### src/dam_pkg.sv
// Purpose: shared constants and types of the dram address multiplexer
// Assumes: one 25 MHz clock, synchronous active-low reset
// Notes: port-width codes are the encoding used on the per-cs inputs
package dam_pkg;

  // ---------------------------------------------------------------
  // widths and counts
  // ---------------------------------------------------------------
  localparam int LOG_ADDR_W = 28;   // bus address width
  localparam int MUX_PINS = 14;     // multiplexed low address pins
  localparam int CS_COUNT = 5;      // chip selects
  localparam int CS_IDX_W = 3;      // chip select index width
  localparam int CLOCK_MHZ = 25;    // bus clock rate

  // ---------------------------------------------------------------
  // field positions and values
  // ---------------------------------------------------------------
  localparam int COL_ZERO_MSB = 13; // pins forced low in mode 1 column
  localparam int COL_ZERO_LSB = 11;
  localparam logic [1:0] WIDTH_32 = 2'h0;
  localparam logic [1:0] WIDTH_8 = 2'h1;
  localparam logic [1:0] WIDTH_16 = 2'h2;
  localparam logic MODE_0 = 1'h0;
  localparam logic MODE_1 = 1'h1;
  localparam logic [LOG_ADDR_W-1:0] ADDR_RESET = 28'h0000000;
  localparam logic [CS_IDX_W-1:0] CS_DEFAULT = 3'h0;

  // ---------------------------------------------------------------
  // types
  // ---------------------------------------------------------------
  typedef enum logic [1:0] {
    PH_IDLE,
    PH_ROW,
    PH_COL
  } dam_phase_t;

endpackage : dam_pkg

### src/dam_core_if.sv
// Purpose: carrier between the address multiplexer and its helpers
// Assumes: all signals on the single bus clock
// Notes: mapper is pure logic, sequencer holds the access phase
`timescale 1ns/10ps
interface dam_core_if;
  import dam_pkg::*;

  logic [LOG_ADDR_W-1:0] addr;   // logical address for the mapper
  logic mode;                    // multiplexing mode of the access
  logic [1:0] width;             // port width code of the access
  logic col;                     // column mapping wanted
  logic [MUX_PINS-1:0] mux_addr; // mapped low pins
  logic start;                   // access begins
  logic col_req;                 // move to column phase
  logic end_req;                 // access ends
  dam_phase_t phase;             // current phase
  dam_phase_t next_phase;        // phase after this edge

  modport mapper (input addr, mode, width, col, output mux_addr);
  modport seq (input start, col_req, end_req,
               output phase, next_phase);
  modport user (output addr, mode, width, col, start, col_req, end_req,
                input mux_addr, phase, next_phase);
endinterface : dam_core_if

### src/dam_addr_map.sv
// Purpose: row and column mapping of the logical address onto 14 pins
// Assumes: inputs stable within the cycle
// Notes: pins with no assignment in a mapping drive zero
`timescale 1ns/10ps
module dam_addr_map
  import dam_pkg::*;
(
  dam_core_if.mapper core // mapping request and result
);

  // ---------------------------------------------------------------
  // mapping table selected by mode and width
  // ---------------------------------------------------------------
  // mode bit and width pick the table, col picks the phase
  always_comb begin
    logic [LOG_ADDR_W-1:0] a;
    a = core.addr;
    core.mux_addr = '0;
    if (core.mode == MODE_0) begin
      case (core.width)
        WIDTH_8: begin
          if (!core.col) begin
            core.mux_addr[11] = a[18];
            core.mux_addr[8:4] = a[17:13];
            core.mux_addr[3] = a[11];
            core.mux_addr[2] = a[12];
            core.mux_addr[1:0] = a[10:9];
          end else begin
            core.mux_addr[11] = a[19];
            core.mux_addr[8:0] = a[8:0];
          end
        end
        WIDTH_16: begin
          core.mux_addr[12] = core.col ? a[20] : a[19];
          core.mux_addr[9:1] = core.col ? a[9:1] : a[18:10];
        end
        default: begin
          core.mux_addr[13] = core.col ? a[21] : a[20];
          core.mux_addr[10:2] = core.col ? a[10:2] : a[19:11];
        end
      endcase
    end else begin
      case (core.width)
        WIDTH_8: begin
          core.mux_addr = core.col ?
            {3'h0, a[10], a[20], a[19], a[7:0]} : a[21:8];
        end
        WIDTH_16: begin
          core.mux_addr[13:1] = core.col ? {3'h0, a[10:1]} : a[21:9];
        end
        default: begin
          core.mux_addr[13:2] = core.col ? {3'h0, a[10:2]} : a[21:10];
        end
      endcase
    end
  end

endmodule : dam_addr_map

### src/dam_phase_ctrl.sv
// Purpose: row then column phase of each dram access
// Assumes: strobes come from the dram cycle state machine
// Notes: end wins over a column request in the same cycle
`timescale 1ns/10ps
module dam_phase_ctrl
  import dam_pkg::*;
(
  input wire logic clock, // bus clock
  input wire logic rst_n, // synchronous reset, active low
  dam_core_if.seq core    // phase strobes and state
);

  // ---------------------------------------------------------------
  // next phase
  // ---------------------------------------------------------------
  // row always comes first, column only after row
  always_comb begin
    core.next_phase = core.phase;
    case (core.phase)
      PH_IDLE: if (core.start) core.next_phase = PH_ROW;
      PH_ROW: begin
        if (core.end_req) core.next_phase = PH_IDLE;
        else if (core.col_req) core.next_phase = PH_COL;
      end
      PH_COL: if (core.end_req) core.next_phase = PH_IDLE;
      default: core.next_phase = PH_IDLE;
    endcase
  end

  // phase register
  always_ff @(posedge clock) begin
    if (!rst_n) core.phase <= PH_IDLE;
    else core.phase <= core.next_phase;
  end

endmodule : dam_phase_ctrl

### src/dam_address_mux.sv
// Purpose: per chip select dram row/column address multiplexer
// Assumes: strobes from the dram cycle state machine, one clock
// Notes: all outputs are registered and follow the phase register
//
// Contract
// internal or external mux chosen by two global bits and per-cs bit; the code uses only global_external_mux_select and the per-cs bit.
// internal mux presents row and column on the 14 low address pins.
// mapping aligned to port width: 32 from A2, 16 from A1, 8 from A0.
// memories with fewer address inputs use the low mux pins only.
// sdram bank selects wire to upper unmultiplexed pins, never A13..A0.
// two internal modes, selected per chip select independently.
// software must pick mode one for every sdram chip select.
// each access drives row part first, then column part on same pins.
// mode one column phase drives A13, A12, A11 low for all widths.
// upper unmultiplexed pins stay unchanged through row and column.
// sdram A10/auto-precharge wires to the lowest column strobe pin.
// mode zero multiplexes 20 bits; 8-bit A11 carries 18 then 19.
// mode one 8-bit: row 21..8; column 0,0,0,10,20,19,7..0.
// mode one 16-bit: row 22..9; column 22, zeros, 10..1.
// mode one 32-bit: row 23..10; column 23, 22, zeros, 10..2.
// external mux: plain address on bus plus indicator on its pin.
// indicator high in fp/edo column and sdram commands, else low.
// dram state machine switches phase; cs mode and width pick map.
`timescale 1ns/10ps
module dam_address_mux
  import dam_pkg::*;
(
  input wire logic clock,                         // 25 MHz bus clock
  input wire logic rst_n,                         // sync reset, low
  input wire logic global_external_mux_select,    // all cs external
  input wire logic mux_indicator_force,           // indicator, internal
  input wire logic [CS_COUNT-1:0] cs_external_mux_select, // per cs ext
  input wire logic [CS_COUNT-1:0] cs_mux_mode_select,     // per cs mode
  input wire logic [CS_COUNT-1:0] cs_sdram_select,        // cs is sdram
  input wire logic [2*CS_COUNT-1:0] cs_port_width,        // 2 bits / cs
  input wire logic [CS_IDX_W-1:0] cs_index,       // active chip select
  input wire logic [LOG_ADDR_W-1:0] logical_addr, // bus address
  input wire logic cycle_start,                   // access begins
  input wire logic column_phase_req,              // go to column
  input wire logic cycle_end,                     // access done
  input wire logic sdram_command,                 // sdram rd/wr/lmr
  output logic [LOG_ADDR_W-1:0] addr_out,         // address pins
  output logic mux_indicator_pin,                 // mux indicator
  output logic mux_indicator_enable,              // indicator driven
  output logic external_mux_active,               // plain address used
  output logic column_phase                       // column on pins
);

  // ---------------------------------------------------------------
  // helpers and carrier
  // ---------------------------------------------------------------
  dam_core_if core ();

  dam_addr_map u_map (
    .core(core)
  );

  dam_phase_ctrl u_phase (
    .clock(clock),
    .rst_n(rst_n),
    .core(core)
  );

  // ---------------------------------------------------------------
  // access settings captured at cycle start
  // ---------------------------------------------------------------
  logic [LOG_ADDR_W-1:0] lat_addr;
  logic lat_mode;
  logic [1:0] lat_width;
  logic lat_ext;
  logic lat_ind_en;
  logic lat_sdram;
  logic [LOG_ADDR_W-1:0] next_lat_addr;
  logic next_lat_mode;
  logic [1:0] next_lat_width;
  logic next_lat_ext;
  logic next_lat_ind_en;
  logic next_lat_sdram;
  logic [CS_IDX_W-1:0] cs_sel;
  logic take;

  // out-of-range index falls back to the first chip select
  assign cs_sel = (cs_index < CS_IDX_W'(CS_COUNT)) ? cs_index : CS_DEFAULT;
  assign take = (core.phase == PH_IDLE) && cycle_start;

  // pick the active chip select's bits at the start of an access
  always_comb begin
    next_lat_addr = lat_addr;
    next_lat_mode = lat_mode;
    next_lat_width = lat_width;
    next_lat_ext = lat_ext;
    next_lat_ind_en = lat_ind_en;
    next_lat_sdram = lat_sdram;
    if (take) begin
      next_lat_addr = logical_addr;
      next_lat_mode = cs_mux_mode_select[cs_sel];
      next_lat_width = cs_port_width[2*cs_sel +: 2];
      next_lat_ext = global_external_mux_select
                   | cs_external_mux_select[cs_sel];
      next_lat_ind_en = global_external_mux_select | mux_indicator_force
                      | cs_external_mux_select[cs_sel];
      next_lat_sdram = cs_sdram_select[cs_sel];
    end
  end

  // settings registers
  always_ff @(posedge clock) begin
    if (!rst_n) begin
      lat_addr <= ADDR_RESET;
      lat_mode <= MODE_0;
      lat_width <= WIDTH_32;
      lat_ext <= 1'h0;
      lat_ind_en <= 1'h0;
      lat_sdram <= 1'h0;
    end else begin
      lat_addr <= next_lat_addr;
      lat_mode <= next_lat_mode;
      lat_width <= next_lat_width;
      lat_ext <= next_lat_ext;
      lat_ind_en <= next_lat_ind_en;
      lat_sdram <= next_lat_sdram;
    end
  end

  // ---------------------------------------------------------------
  // phase strobes and mapper request
  // ---------------------------------------------------------------
  // mapper sees the settings that will hold after this edge
  always_comb begin
    core.start = cycle_start;
    core.col_req = column_phase_req;
    core.end_req = cycle_end;
    core.addr = next_lat_addr;
    core.mode = next_lat_mode;
    core.width = next_lat_width;
    core.col = (core.next_phase == PH_COL);
  end

  // ---------------------------------------------------------------
  // pin values
  // ---------------------------------------------------------------
  logic [LOG_ADDR_W-1:0] next_addr_out;
  logic next_ind;
  logic next_ind_en;
  logic next_ext;
  logic next_col;
  logic busy;

  assign busy = (core.next_phase != PH_IDLE);

  // in an access upper pins carry the captured address, low pins the map if internal; idle passes the bus address
  always_comb begin
    next_addr_out = busy ? next_lat_addr : logical_addr;
    if (busy && !next_lat_ext) begin
      next_addr_out[MUX_PINS-1:0] = core.mux_addr;
    end
    next_ext = busy && next_lat_ext;
    next_col = (core.next_phase == PH_COL);
    next_ind_en = busy ? next_lat_ind_en : lat_ind_en;
    // fp/edo: column phase; sdram: its read, write, load-mode commands
    next_ind = next_ind_en && busy
             && (next_lat_sdram ? sdram_command : next_col);
  end

  // output registers
  always_ff @(posedge clock) begin
    if (!rst_n) begin
      addr_out <= ADDR_RESET;
      mux_indicator_pin <= 1'h0;
      mux_indicator_enable <= 1'h0;
      external_mux_active <= 1'h0;
      column_phase <= 1'h0;
    end else begin
      addr_out <= next_addr_out;
      mux_indicator_pin <= next_ind;
      mux_indicator_enable <= next_ind_en;
      external_mux_active <= next_ext;
      column_phase <= next_col;
    end
  end

  logic internal;
  assign internal = (core.phase != PH_IDLE) && !lat_ext;
endmodule : dam_address_mux

### config.mk
export PLATFORM = sky130hd
export DESIGN_NAME = dam_address_mux
export DESIGN_NICKNAME = d
export VERILOG_FILES = /design/src/dam_pkg.sv /design/src/dam_core_if.sv /design/src/dam_addr_map.sv /design/src/dam_phase_ctrl.sv /design/src/dam_address_mux.sv
export SDC_FILE = /design/constraint.sdc
export NUM_CORES = 1
export LEC_CHECK = 0
export BUFFER_PORTS_ARGS = -buffer_cell sky130_fd_sc_hd__buf_2
export CORE_ASPECT_RATIO = 1.25
export CORE_MARGIN = 2
export CORE_UTILIZATION = 54
export DETAILED_ROUTE_END_ITERATION = 10
export HOLD_SLACK_MARGIN = 0.02
export PLACE_DENSITY = 0.82
export SETUP_SLACK_MARGIN = 0.2
export SLEW_MARGIN = 20
export SYNTH_ARGS = -nofsm -noshare
export SYNTH_HDL_FRONTEND = slang
export SYNTH_SLANG_ARGS = --single-unit
### constraint.sdc
create_clock -name clock -period 5.3 [get_ports clock]
set_input_delay 0.265 -clock clock [delete_from_list [all_inputs] [get_ports clock]]
set_output_delay 0.265 -clock clock [all_outputs]
set_load 0.01 [all_outputs]
# Word-level counts from Yosys, hierarchy flattened
# Index checks and enable logic that the tools add are counted.
[classes]
n_addsub = 0
n_mul = 0
n_div = 0
n_lt_le_gt_ge = 2
n_eq_ne = 5
n_shift = 1
mux = 43
bitwise_logic = 3
n_reduce_logical = 9
[op_table]
columns = ["op", "count"]
rows = [
  ["28-bit two-way mux", 2],
  ["14-bit two-way mux", 3],
  ["9-bit two-way mux", 3],
  ["12-bit one-hot mux with 2 select lines", 1],
  ["1-bit two-way mux", 18],
  ["7-bit one-hot mux with 2 select lines", 1],
  ["13-bit two-way mux", 1],
  ["12-bit two-way mux", 1],
  ["2-bit two-way mux", 5],
  ["10-bit by 5-bit variable part select with 2-bit output", 1],
  ["1-bit binary-select mux with 3-bit select", 3],
  ["2-bit == test (second input constant)", 3],
  ["1-bit one-hot mux with 2 select lines", 3],
  ["2-bit one-hot mux with 3 select lines", 1],
  ["1-bit logical AND", 5],
  ["2-bit by 1-bit == test with 1-bit output (second input constant)", 2],
  ["3-bit by 4-bit less-than comparator with 1-bit output (second input constant)", 1],
  ["3-bit less-than comparator (second input constant)", 1],
  ["3-bit two-way mux", 1],
  ["1-bit bitwise OR", 3],
  ["2-bit zero test", 1],
  ["2-bit nonzero test", 1],
  ["2-bit OR reduction", 1],
  ["1-bit zero test", 1],
]
[word_totals]
reg_bits = 68
latch_bits = 0
ramBits = 0
mem_bits_ro = 0
output_inout_bits = 32
elab_cells = 75
n_memories = 0

# Depth between registers and ports, before layout
# Gate-level depths: netlist of the first run.
[logic_depth]
word_depth = 9
ltp_mapped = 12
mapped_depth_nobuf = 11

# Modules after synthesis
# From an unflattened synthesis of the first run, not the netlist that was laid out.
[unflattened]
hier_cells = 428
area_unflattened_um2 = 3719.8
[by_module_without_submodules]
columns = ["module", "instances", "cells_per_inst", "area_per_inst_um2"]
rows = [
  ["dam_address_mux", 1, 346, 3115.5],
  ["dam_addr_map", 1, 72, 503.0],
  ["dam_phase_ctrl", 1, 10, 101.3],
]

# Least setup slack after synthesis of the first run
# OpenSTA, ideal clock, no wires.
[synth_path]
path_type = "reg-to-reg"
start = "register u_phase.core.phase[0]"
end = "register addr_out[6]"
setup_time_ns = 0.127
arrival_time_ns = 2.786
slack_ns = 2.387
path_stages_with_launch = 13
path_buffers = 2
synth_period_minus_slack_ns = 2.913
cell_sequence = "dfxtp_1 > nor2b_2 > nand2b_1 > clkbuf_1 > clkbuf_1 > a21oi_1 > inv_1 > ha_1 > nor3_1 > nor2_1 > o211ai_2 > a2111oi_0 > or3_1"
[synth_lines]
columns = ["item", "line", "text"]
rows = [
  ["from (decl)", "dam_core_if.sv:21", "output phase, next_phase);"],
  ["from (signal assigned)", "dam_phase_ctrl.sv:33", "else core.phase <= core.next_phase;"],
  ["2-bit zero test *", "dam_address_mux.sv:84", "assign take = (core.phase == PH_IDLE) && cycle_start;"],
  ["1-bit logical AND *", "dam_address_mux.sv:84", ""],
  ["2-bit two-way mux *", "dam_address_mux.sv:94", "if (take) begin"],
  ["net core.width[1]", "dam_core_if.sv:10", "logic [1:0] width;"],
  ["2-bit == test or 2-bit by 1-bit == test with 1-bit output (tied branches)", "dam_addr_map.sv:20, dam_addr_map.sv:43", ""],
  ["7-bit one-hot mux with 2 select lines or 12-bit one-hot mux with 2 select lines (tied branches)", "dam_addr_map.sv:20, dam_addr_map.sv:43", ""],
  ["14-bit two-way mux *", "dam_addr_map.sv:19", "if (core.mode == MODE_0) begin"],
  ["14-bit two-way mux *", "dam_address_mux.sv:154", "if (busy && !next_lat_ext) begin"],
  ["to (signal assigned)", "dam_address_mux.sv:174", "addr_out <= next_addr_out;"],
  ["to (decl)", "dam_address_mux.sv:42", "output logic [LOG_ADDR_W-1:0] addr_out,"],
]
# The timed path passes the listed nets; every way through them passes the cells marked *.
# A chain may end at the register's enable or synchronous reset.

# Worst setup path in the final report of the first run
[layout_path]
start = "register u_phase.core.phase[1]"
end = "register addr_out[6]"
# The elaborated chain is that of the path after synthesis.

==> impl_metrics.ini, run 1 <==
[sta]
layout_setup_ws_ns = 2.24
max_freq_mhz = 326
rsz0062_at_grt = no
final-hold-violation-count = 0
fin_crit_ns = 3.06
maxSlewViolCount = 0
fin_crit_sh_pct = 57.8
setup_viol = 0
clock_skew_ns = 0.00794
worst_pin_slew_ns = 1.10
relSlewSlack_pct = 26.4
finalSetupTns_ns = 0

[grt]
grt_pass1_wl_um = 15300
antenna_found_initial = 0
track_usage_pct = 28.3
grt_overflow_total = 0
grt_pass1_vias = 3255
grt_max_degree = 49

[worst_hold_path]
min_path_cells = 3
hold_start = logical_addr[11]
hp-class = input pin to flop
min_to = addr_out[11]

[cts]
clk_latency_ns = 0.34
cts_tree = built
cts_setup_buffers = 0
cts_resized = 0
htreeDepth = 3
clockBufferDepth = 2
cts.clk_slew.worst_paths_ns = 0.07
root_buffer = clkbuf_8
numCtsBuffers = 9
cts_hold_buffers = 0
cts_sinks = 68

[route]
antenna_left = 0
via_per_inst = 5.95
drc = 0
wl_um = 9470
dr_total_vias = 3406
drtIter0Drc = 202
dr.pass1.iters = 5
wl_per_cell_um = 16.6

[placed_design]
gp_congestion = 0.958
port_buffers = 95
dp_hpwl_um = 6860
place_ws_ns = 2.18

[die]
fp.dieH_um = 93.8
io_pins = 96
fp-row-count = 32
dieArea_mm2 = 0.00711
initial_core_util_pct = 56.1
die_w_um = 75.8
core_mm2 = 0.00621

[synthesis]
syn-num-nets = 467
synth-edff-count = 0
netlist_instances = 401
syn-cell-area_mm2 = 0.00348
synthArstFlopShare_pct = 0
ys_types = 66
syn_avg_cell_area_um2 = 8.68
yosysSeqAreaShare_pct = 39.1
ys_ff_latch = 68
synth_ff_type = dfxtp_1
yosys_warnings = 0

[job]
drv_cap = 0

[final_layout]
layout.nets = 550
syn2layout_area_growth_pct = 17.4
post-route-util_pct = 65.9
diodes = 0
drive_gt1_share_pct = 28.3
mostFrequentLayoutCells = 95 x buf_2, 68 x dfxtp_1, 54 x nand2_1
final_common_cell = buf_2

[critical_path]
required_ns = 5.52
crit_path_start = u_phase.core.phase[1]
path_delay_family = simple AND/OR/NAND/NOR gates
rrSetupSlack_ns = 2.24
crit_buf_inv = 2
crit_path_max_fanout = 25
arrival_ns = 3.29
worst_setup_path_start_kind = flop
r2r_cells = 11
critPathKind = flop to flop
reg2reg_from = u_phase.core.phase[1]
crit_path_cell_trace = nand2b_1 -> buf_4 -> a311oi_1 -> a21oi_1 -> inv_1 -> ha_1 -> nor3_1 -> nor2_1 -> o211ai_2 -> a2111oi_0 -> or3_1
cp_slowest_stage_delay_ns = 0.53
endpoint_kind = flop
cp_slowest_cell = dfxtp_1
r2r_end = addr_out[6]

[power]
ir_worst_vdd_v = 0.000192
power.leakage_nw = 1.80
design_power_total_mw = 1.23
cellPowerDensity_mw_per_mm2 = 301

[outcome]
status = completed
## registers in the layout (all words and copies together) (netlist names)
signal	flops
addr_out	28
lat_addr	28
lat_width	2
u_phase.core.phase	2
column_phase	1
external_mux_active	1
lat_ext	1
lat_ind_en	1
lat_mode	1
lat_sdram	1
mux_indicator_enable	1
mux_indicator_pin	1
## final cells by class
cell class | count | area (um2)
timing repair buffer | 100 | 513
sequential | 68 | 1360
clock inverter | 3 | 15.0
multi-input combinational | 299 | 1930
inverter | 6 | 22.5
tap | 85 | 106
clock buffer | 11 | 141
fill | 561 | 2120
## tightest hold or removal path, stage by stage
cell and delay (ns):
buf_2 0.09, nand3_1 0.06, o31ai_1 0.06
## power by group
part / internal (mW) / switching, mW / leakage, nW
logic: 0.121 / 0.187 / 1.15
registers: 0.552 / 0.0152 / 0.561
clock network: 0.175 / 0.183 / 0.0848
## worst max-delay path by stage
stage                        endpoint  slack (ns)  cells past startpoint
final                     addr_out[6]        2.24                     11
after global routing      addr_out[6]        1.99                     11
after CTS                 addr_out[6]        2.29                     11
after detailed placement  addr_out[6]        2.18                     12
after global placement    addr_out[6]        2.28                     12
after floorplan           addr_out[6]        2.39                     12
## logic make-up after synthesis
family | after synthesis | share of synthesized area [%]
and+or+nand+nor | 157 | 21.4
AOI/OAI and AO/OA | 112 | 24.0
DFF | 68 | 39.1
buffers and inverters | 34 | 5.50
muxes | 28 | 9.27
adders and majority gates | 2 | 0.719
## Yosys cell counts (all sizes together) (3+ instances only)
master | instances | area (um2)
dfxtp | 68 | 1360
nand2 | 54 | 203
nor2 | 51 | 194
a21oi | 27 | 146
mux2i | 21 | 210
o21ai | 19 | 98.8
buf | 15 | 120
clkbuf | 13 | 48.8
a211oi | 9 | 67.6
and2 | 9 | 56.3
nand3 | 9 | 50.1
a31oi | 6 | 37.5
inv | 6 | 22.5
nand2b | 6 | 37.5
and3 | 5 | 31.3
nand4 | 5 | 31.3
o221ai | 5 | 62.6
o31a | 5 | 45.0
o31ai | 5 | 42.5
a21boi | 4 | 30.0
a311oi | 4 | 35.0
mux2 | 4 | 45.0
nor3 | 4 | 20.0
o311a | 4 | 40.0
a32oi | 3 | 26.3
mux4 | 3 | 67.6
o21a | 3 | 22.5
or3 | 3 | 18.8
## metrics by stage
| stage | cells | cell area, um2 | hold WS, ns |
|---|---|---|---|
| after global routing | 572 | 4090 | 0.179 |
| after detailed placement | 558 | 3930 | 0.444 |
| after floorplan | 401 | 3480 | 0.397 |
| final | 572 | 4090 | 0.161 |
| after CTS | 572 | 4090 | 0.151 |
| after global placement | 558 | 3930 | 0.438 |
## routing by layer
layer | GRT usage, % | part of all wire (%)
met5 | 0 | 0
met2 | 47.1 | 51
met3 | 5.26 | 5.4
met1 | 34.0 | 41
met4 | 14.2 | 3.1
Power figures use the tool's default switching activity.
==> inputs of run 2 (changes only) <==
Settings changed: CORE_UTILIZATION 54 to 47, PLACE_DENSITY 0.82 to 0.76.
Clock period 5.3 ns to 2.7 ns, I/O delays scaled along.
==> impl_metrics.ini, run 2 (synthesized netlist as in run 1, its figures left out) <==
[outcome]
status = completed

[critical_path]
endpoint_kind = flop
arrival_ns = 2.58
crit_path_max_fanout = 7
crit_buf_inv = 1
path_delay_family = simple AND/OR/NAND/NOR gates
required_ns = 2.93
crit_path_cell_trace = nor2b_4 -> nand2b_4 -> a311oi_4 -> a21oi_4 -> inv_1 -> ha_4 -> nor3_4 -> nor2_2 -> o211ai_4 -> a2111oi_2 -> or3_1
critPathKind = flop to flop
worst_setup_path_start_kind = flop
cp_slowest_stage_delay_ns = 0.37
cp_slowest_cell = dfxtp_2

[final_layout]
top_regs = addr_out x28, lat_addr x28
mostFrequentLayoutCells = 95 x buf_2, 66 x dfxtp_1, 54 x nand2_1
final_common_cell = buf_2
diodes = 0
post-route-util_pct = 60.8
drive_gt1_share_pct = 32.7
layout.nets = 563
fillers = 652
syn2layout_area_growth_pct = 27.0
final_area_mm2 = 0.00442

[sta]
rsz0062_at_grt = no
maxSlewViolCount = 0
setup_viol = 0
relSlewSlack_pct = 39.8
finalSetupTns_ns = 0
worst_pin_slew_ns = 0.899
fin_crit_ns = 2.35
max_freq_mhz = 425
final-hold-violation-count = 0
fin_crit_sh_pct = 87.0
clock_skew_ns = 0.00747

[route]
drtIter0Drc = 192
wl_per_cell_um = 15.8
drc = 0
wl_um = 9360
antenna_left = 0
via_per_inst = 5.73
dr_total_vias = 3403
dr.pass1.iters = 5

[power]
cellPowerDensity_mw_per_mm2 = 655
seqPwrFrac_pct = 38.5
switching_share_pct = 27.8
p_comb_share_pct = 22.6
intPower_mw = 2.09
power.leakage_nw = 1.92
p_switching_mw = 0.806
ir_worst_vdd_v = 0.000473
clkPwrFrac_pct = 38.9

[die]
initial_core_util_pct = 47.9
fp.dieH_um = 100
fp-row-count = 35
die_w_um = 81.0
io_pins = 96
dieArea_mm2 = 0.00811
core_mm2 = 0.00727

[placed_design]
dp_hpwl_um = 6740
gp_congestion = 1.01
port_buffers = 95
dpl_cell_area_mm2 = 0.00409

[cts]
cts.clk_slew.worst_paths_ns = 0.08
cts_sinks = 68
numCtsBuffers = 9
htreeDepth = 3
root_buffer = clkbuf_8
clk_latency_ns = 0.35
cts_tree = built
clockBufferDepth = 2

[grt]
track_usage_pct = 23.9
antenna_found_initial = 0
grt_pass1_wl_um = 15200
grt_pass1_vias = 3299
grt_max_degree = 51
grt_overflow_total = 0

[worst_hold_path]
hp-class = input pin to flop

[job]
drv_cap = 0
run 2: area by class of cell:
class	instances	area [um2]	area share, %
sequential	68	1360	30.8
inverter	6	22.5	0.509
clock buffer	10	138	3.11
multi-input combinational	299	2030	46.0
tap	92	115	2.60
clock inverter	6	135	3.06
timing repair buffer	113	616	13.9
run 2: path summary, 6_finish.rpt:
path | slack [ns] | end | from | cells after the start
worst max-delay path | 0.35 | addr_out[6] | u_phase.core.phase[0] | 11
worst min-delay path | 0.03 | lat_addr[26] | logical_addr[26] | 3
worst max register to register | 0.35 | addr_out[6] | u_phase.core.phase[0] | 11
worst min register to register | 0.46 | addr_out[27] | lat_addr[27] | 2
run 2: worst register-to-register path: stages (launching register included):
cell and delay (ns):
dfxtp_2 0.37, nor2b_4 0.16, nand2b_4 0.12, a311oi_4 0.28
a21oi_4 0.06, inv_1 0.10, ha_4 0.22, nor3_4 0.25
nor2_2 0.09, o211ai_4 0.16, a2111oi_2 0.08, or3_1 0.34
run 2: stage by stage:
stage | power (mW) | setup slack (ns) | hold WS, ns | std cells
after floorplan | 1.58 | 0.201 | 0.267 | 401
after global placement | 1.76 | 0.156 | 0.376 | 575
after detailed placement | 1.77 | 0.106 | 0.386 | 575
after CTS | 2.89 | 0.236 | 0.0201 | 594
after global routing | 3.02 | 0.205 | 0.0269 | 594
final | 2.89 | 0.350 | 0.0303 | 594
run 2: what timing repair did:
action                     in CTS  in global routing
hold buffers                    2                  0
setup endpoints to repair       1                  4
hold endpoints to repair        2                  0
pin swaps                       0                  0
resized for setup               2                  6
buffers inserted                1                  0
run 2: per-layer routing:
metal,up-vias,routed length (um),part of all wire [%],global-route usage (%)
li1,1644,-,-,-
met2,132,4730,51,40.2
met3,31,522,5.6,5.04
met4,0,305,3.3,12.3
met1,1596,3800,41,28.3
met5,-,0,0,0
run 2: power by group through the flow:
stage / sequential, mW / clock (mW) / combinational [mW]
3_5_place_dp: 1.14 / 0 / 0.633
5_1_grt: 1.12 / 1.19 / 0.715
3_3_place_gp: 1.13 / 0 / 0.623
4_1_cts: 1.11 / 1.14 / 0.641
6_report: 1.11 / 1.13 / 0.653
2_1_floorplan: 1.15 / 0 / 0.421
==> inputs of run 3 (changes only) <==
Settings changed: BUFFER_PORTS_ARGS -buffer_cell sky130_fd_sc_hd__buf_2 to unset, CORE_UTILIZATION 47 to 54, DONT_BUFFER_PORTS set to 1, PLACE_DENSITY 0.76 to 0.72.
==> impl_metrics.ini, run 3 (synthesized netlist as in run 1, its figures left out) <==
[final_layout]
fin_cells = 525
top_regs = addr_out x28, lat_addr x28
diodes = 0
fillers = 495
mostFrequentLayoutCells = 68 x dfxtp_1, 54 x nand2_1, 50 x nor2_1
syn2layout_area_growth_pct = 20.2
final_area_mm2 = 0.00418
final_common_cell = dfxtp_1
layout.nets = 501
drive_gt1_share_pct = 16.4

[grt]
grt_pass1_wl_um = 15300
grt_max_degree = 31
antenna_found_initial = 0
grt_pass1_vias = 3096
track_usage_pct = 28.7
grt_overflow_total = 0

[sta]
rsz0062_at_grt = no
setup_viol = 0
worst_pin_slew_ns = 0.945
finalSetupTns_ns = 0
clock_skew_ns = 0.00626
fin_crit_sh_pct = 87.2
final-hold-violation-count = 0
relSlewSlack_pct = 36.8
fin_crit_ns = 2.35
max_freq_mhz = 425
maxSlewViolCount = 0

[die]
dieArea_mm2 = 0.00711
die_w_um = 75.8
initial_core_util_pct = 56.1
io_pins = 96
fp.dieH_um = 93.8
fp-row-count = 32
core_mm2 = 0.00621

[critical_path]
reg2reg_from = u_phase.core.phase[0]
arrival_ns = 2.63
endpoint_kind = flop
required_ns = 2.98
endpoint = addr_out[3]
crit_path_max_fanout = 7
critPathKind = flop to flop
crit_path_start = u_phase.core.phase[0]
rrSetupSlack_ns = 0.35
r2r_cells = 12
worst_setup_path_start_kind = flop
r2r_end = addr_out[3]

[cts]
cts_tree = built
cts_sinks = 68
clk_latency_ns = 0.36
clockBufferDepth = 2
root_buffer = clkbuf_8
htreeDepth = 3
numCtsBuffers = 9
cts.clk_slew.worst_paths_ns = 0.08

[power]
ir_worst_vdd_v = 0.000396
cellPowerDensity_mw_per_mm2 = 618
power.leakage_nw = 1.63

[route]
via_per_inst = 6.20
wl_um = 9910
drc = 0
dr_total_vias = 3254
dr.pass1.iters = 5
drtIter0Drc = 244
wl_per_cell_um = 18.9
antenna_left = 0

[job]
drv_cap = 0

[placed_design]
dp_hpwl_um = 6630
dpl_cell_area_mm2 = 0.00363
port_buffers = 0
gp_congestion = 0.900
place_inst = 477

[worst_hold_path]
hp-class = input pin to flop

[outcome]
status = completed
[run 3: metal layers]
metal  GRT usage [%]  share of wire (%)  vias up
li1                -                  -     1529
met5               0                  0        -
met3            7.19                7.9       24
met2            48.1                 49      158
met4            10.8                2.4        0
met1            34.5                 40     1543
[run 3: power breakdown]
part	switching [mW]	leakage, nW	internal (mW)
Clock	0.424	0.104	0.432
Sequential	0.0604	0.561	1.08
Combinational	0.332	0.962	0.251
[run 3: critical path, cell delays in order, from the launching register on]
cell	delay (ns)
dfxtp_1	0.40
nor2b_4	0.18
nand2b_4	0.12
a311oi_4	0.27
a21oi_4	0.08
inv_1	0.07
ha_2	0.26
nor3_4	0.08
nor2_1	0.18
o211ai_2	0.15
buf_4	0.18
a31o_1	0.19
o22ai_1	0.14
[run 3: how the worst min path moves through the flow]
stage / start / endpoint / slack (ns) / cells after the start
2_1_floorplan: logical_addr[11] / addr_out[11] / 0.27 / 2
3_3_place_gp: rst_n / lat_addr[4] / 0.26 / 1
3_5_place_dp: rst_n / lat_addr[5] / 0.26 / 1
4_1_cts: logical_addr[11] / lat_addr[11] / 0.03 / 2
5_1_grt: logical_addr[9] / addr_out[9] / 0.05 / 2
6_report: logical_addr[9] / addr_out[9] / 0.04 / 2
[run 3: final cells by class]
class / instances / area (um2) / share of cell area, %
flip-flops and latches: 68 / 1360 / 32.5
well taps: 85 / 106 / 2.54
repair buffers: 51 / 462 / 11.0
inverters: 6 / 22.5 / 0.538
clock buffers: 9 / 124 / 2.96
clock inverters: 7 / 75.1 / 1.79
multi-input cells: 299 / 2030 / 48.6
[run 3: what timing repair did]
item / in CTS / in global routing
hold endpoints to repair: 51 / 0
hold buffers: 30 / 0
resized for setup: 1 / 5
pin swaps: 0 / 2
setup endpoints to repair: 1 / 4
setup buffers: 1 / 1
[run 3: through the flow]
step	worst slack, ns	util [%]	hold slack [ns]	power (mW)
final	0.347	67.4	0.0396	2.58
after global routing	0.211	67.4	0.0536	2.69
after CTS	0.247	66.9	0.0264	2.58
after detailed placement	0.159	58.6	0.264	1.68
after global placement	0.271	58.6	0.263	1.68
after floorplan	0.201	-	0.267	1.58
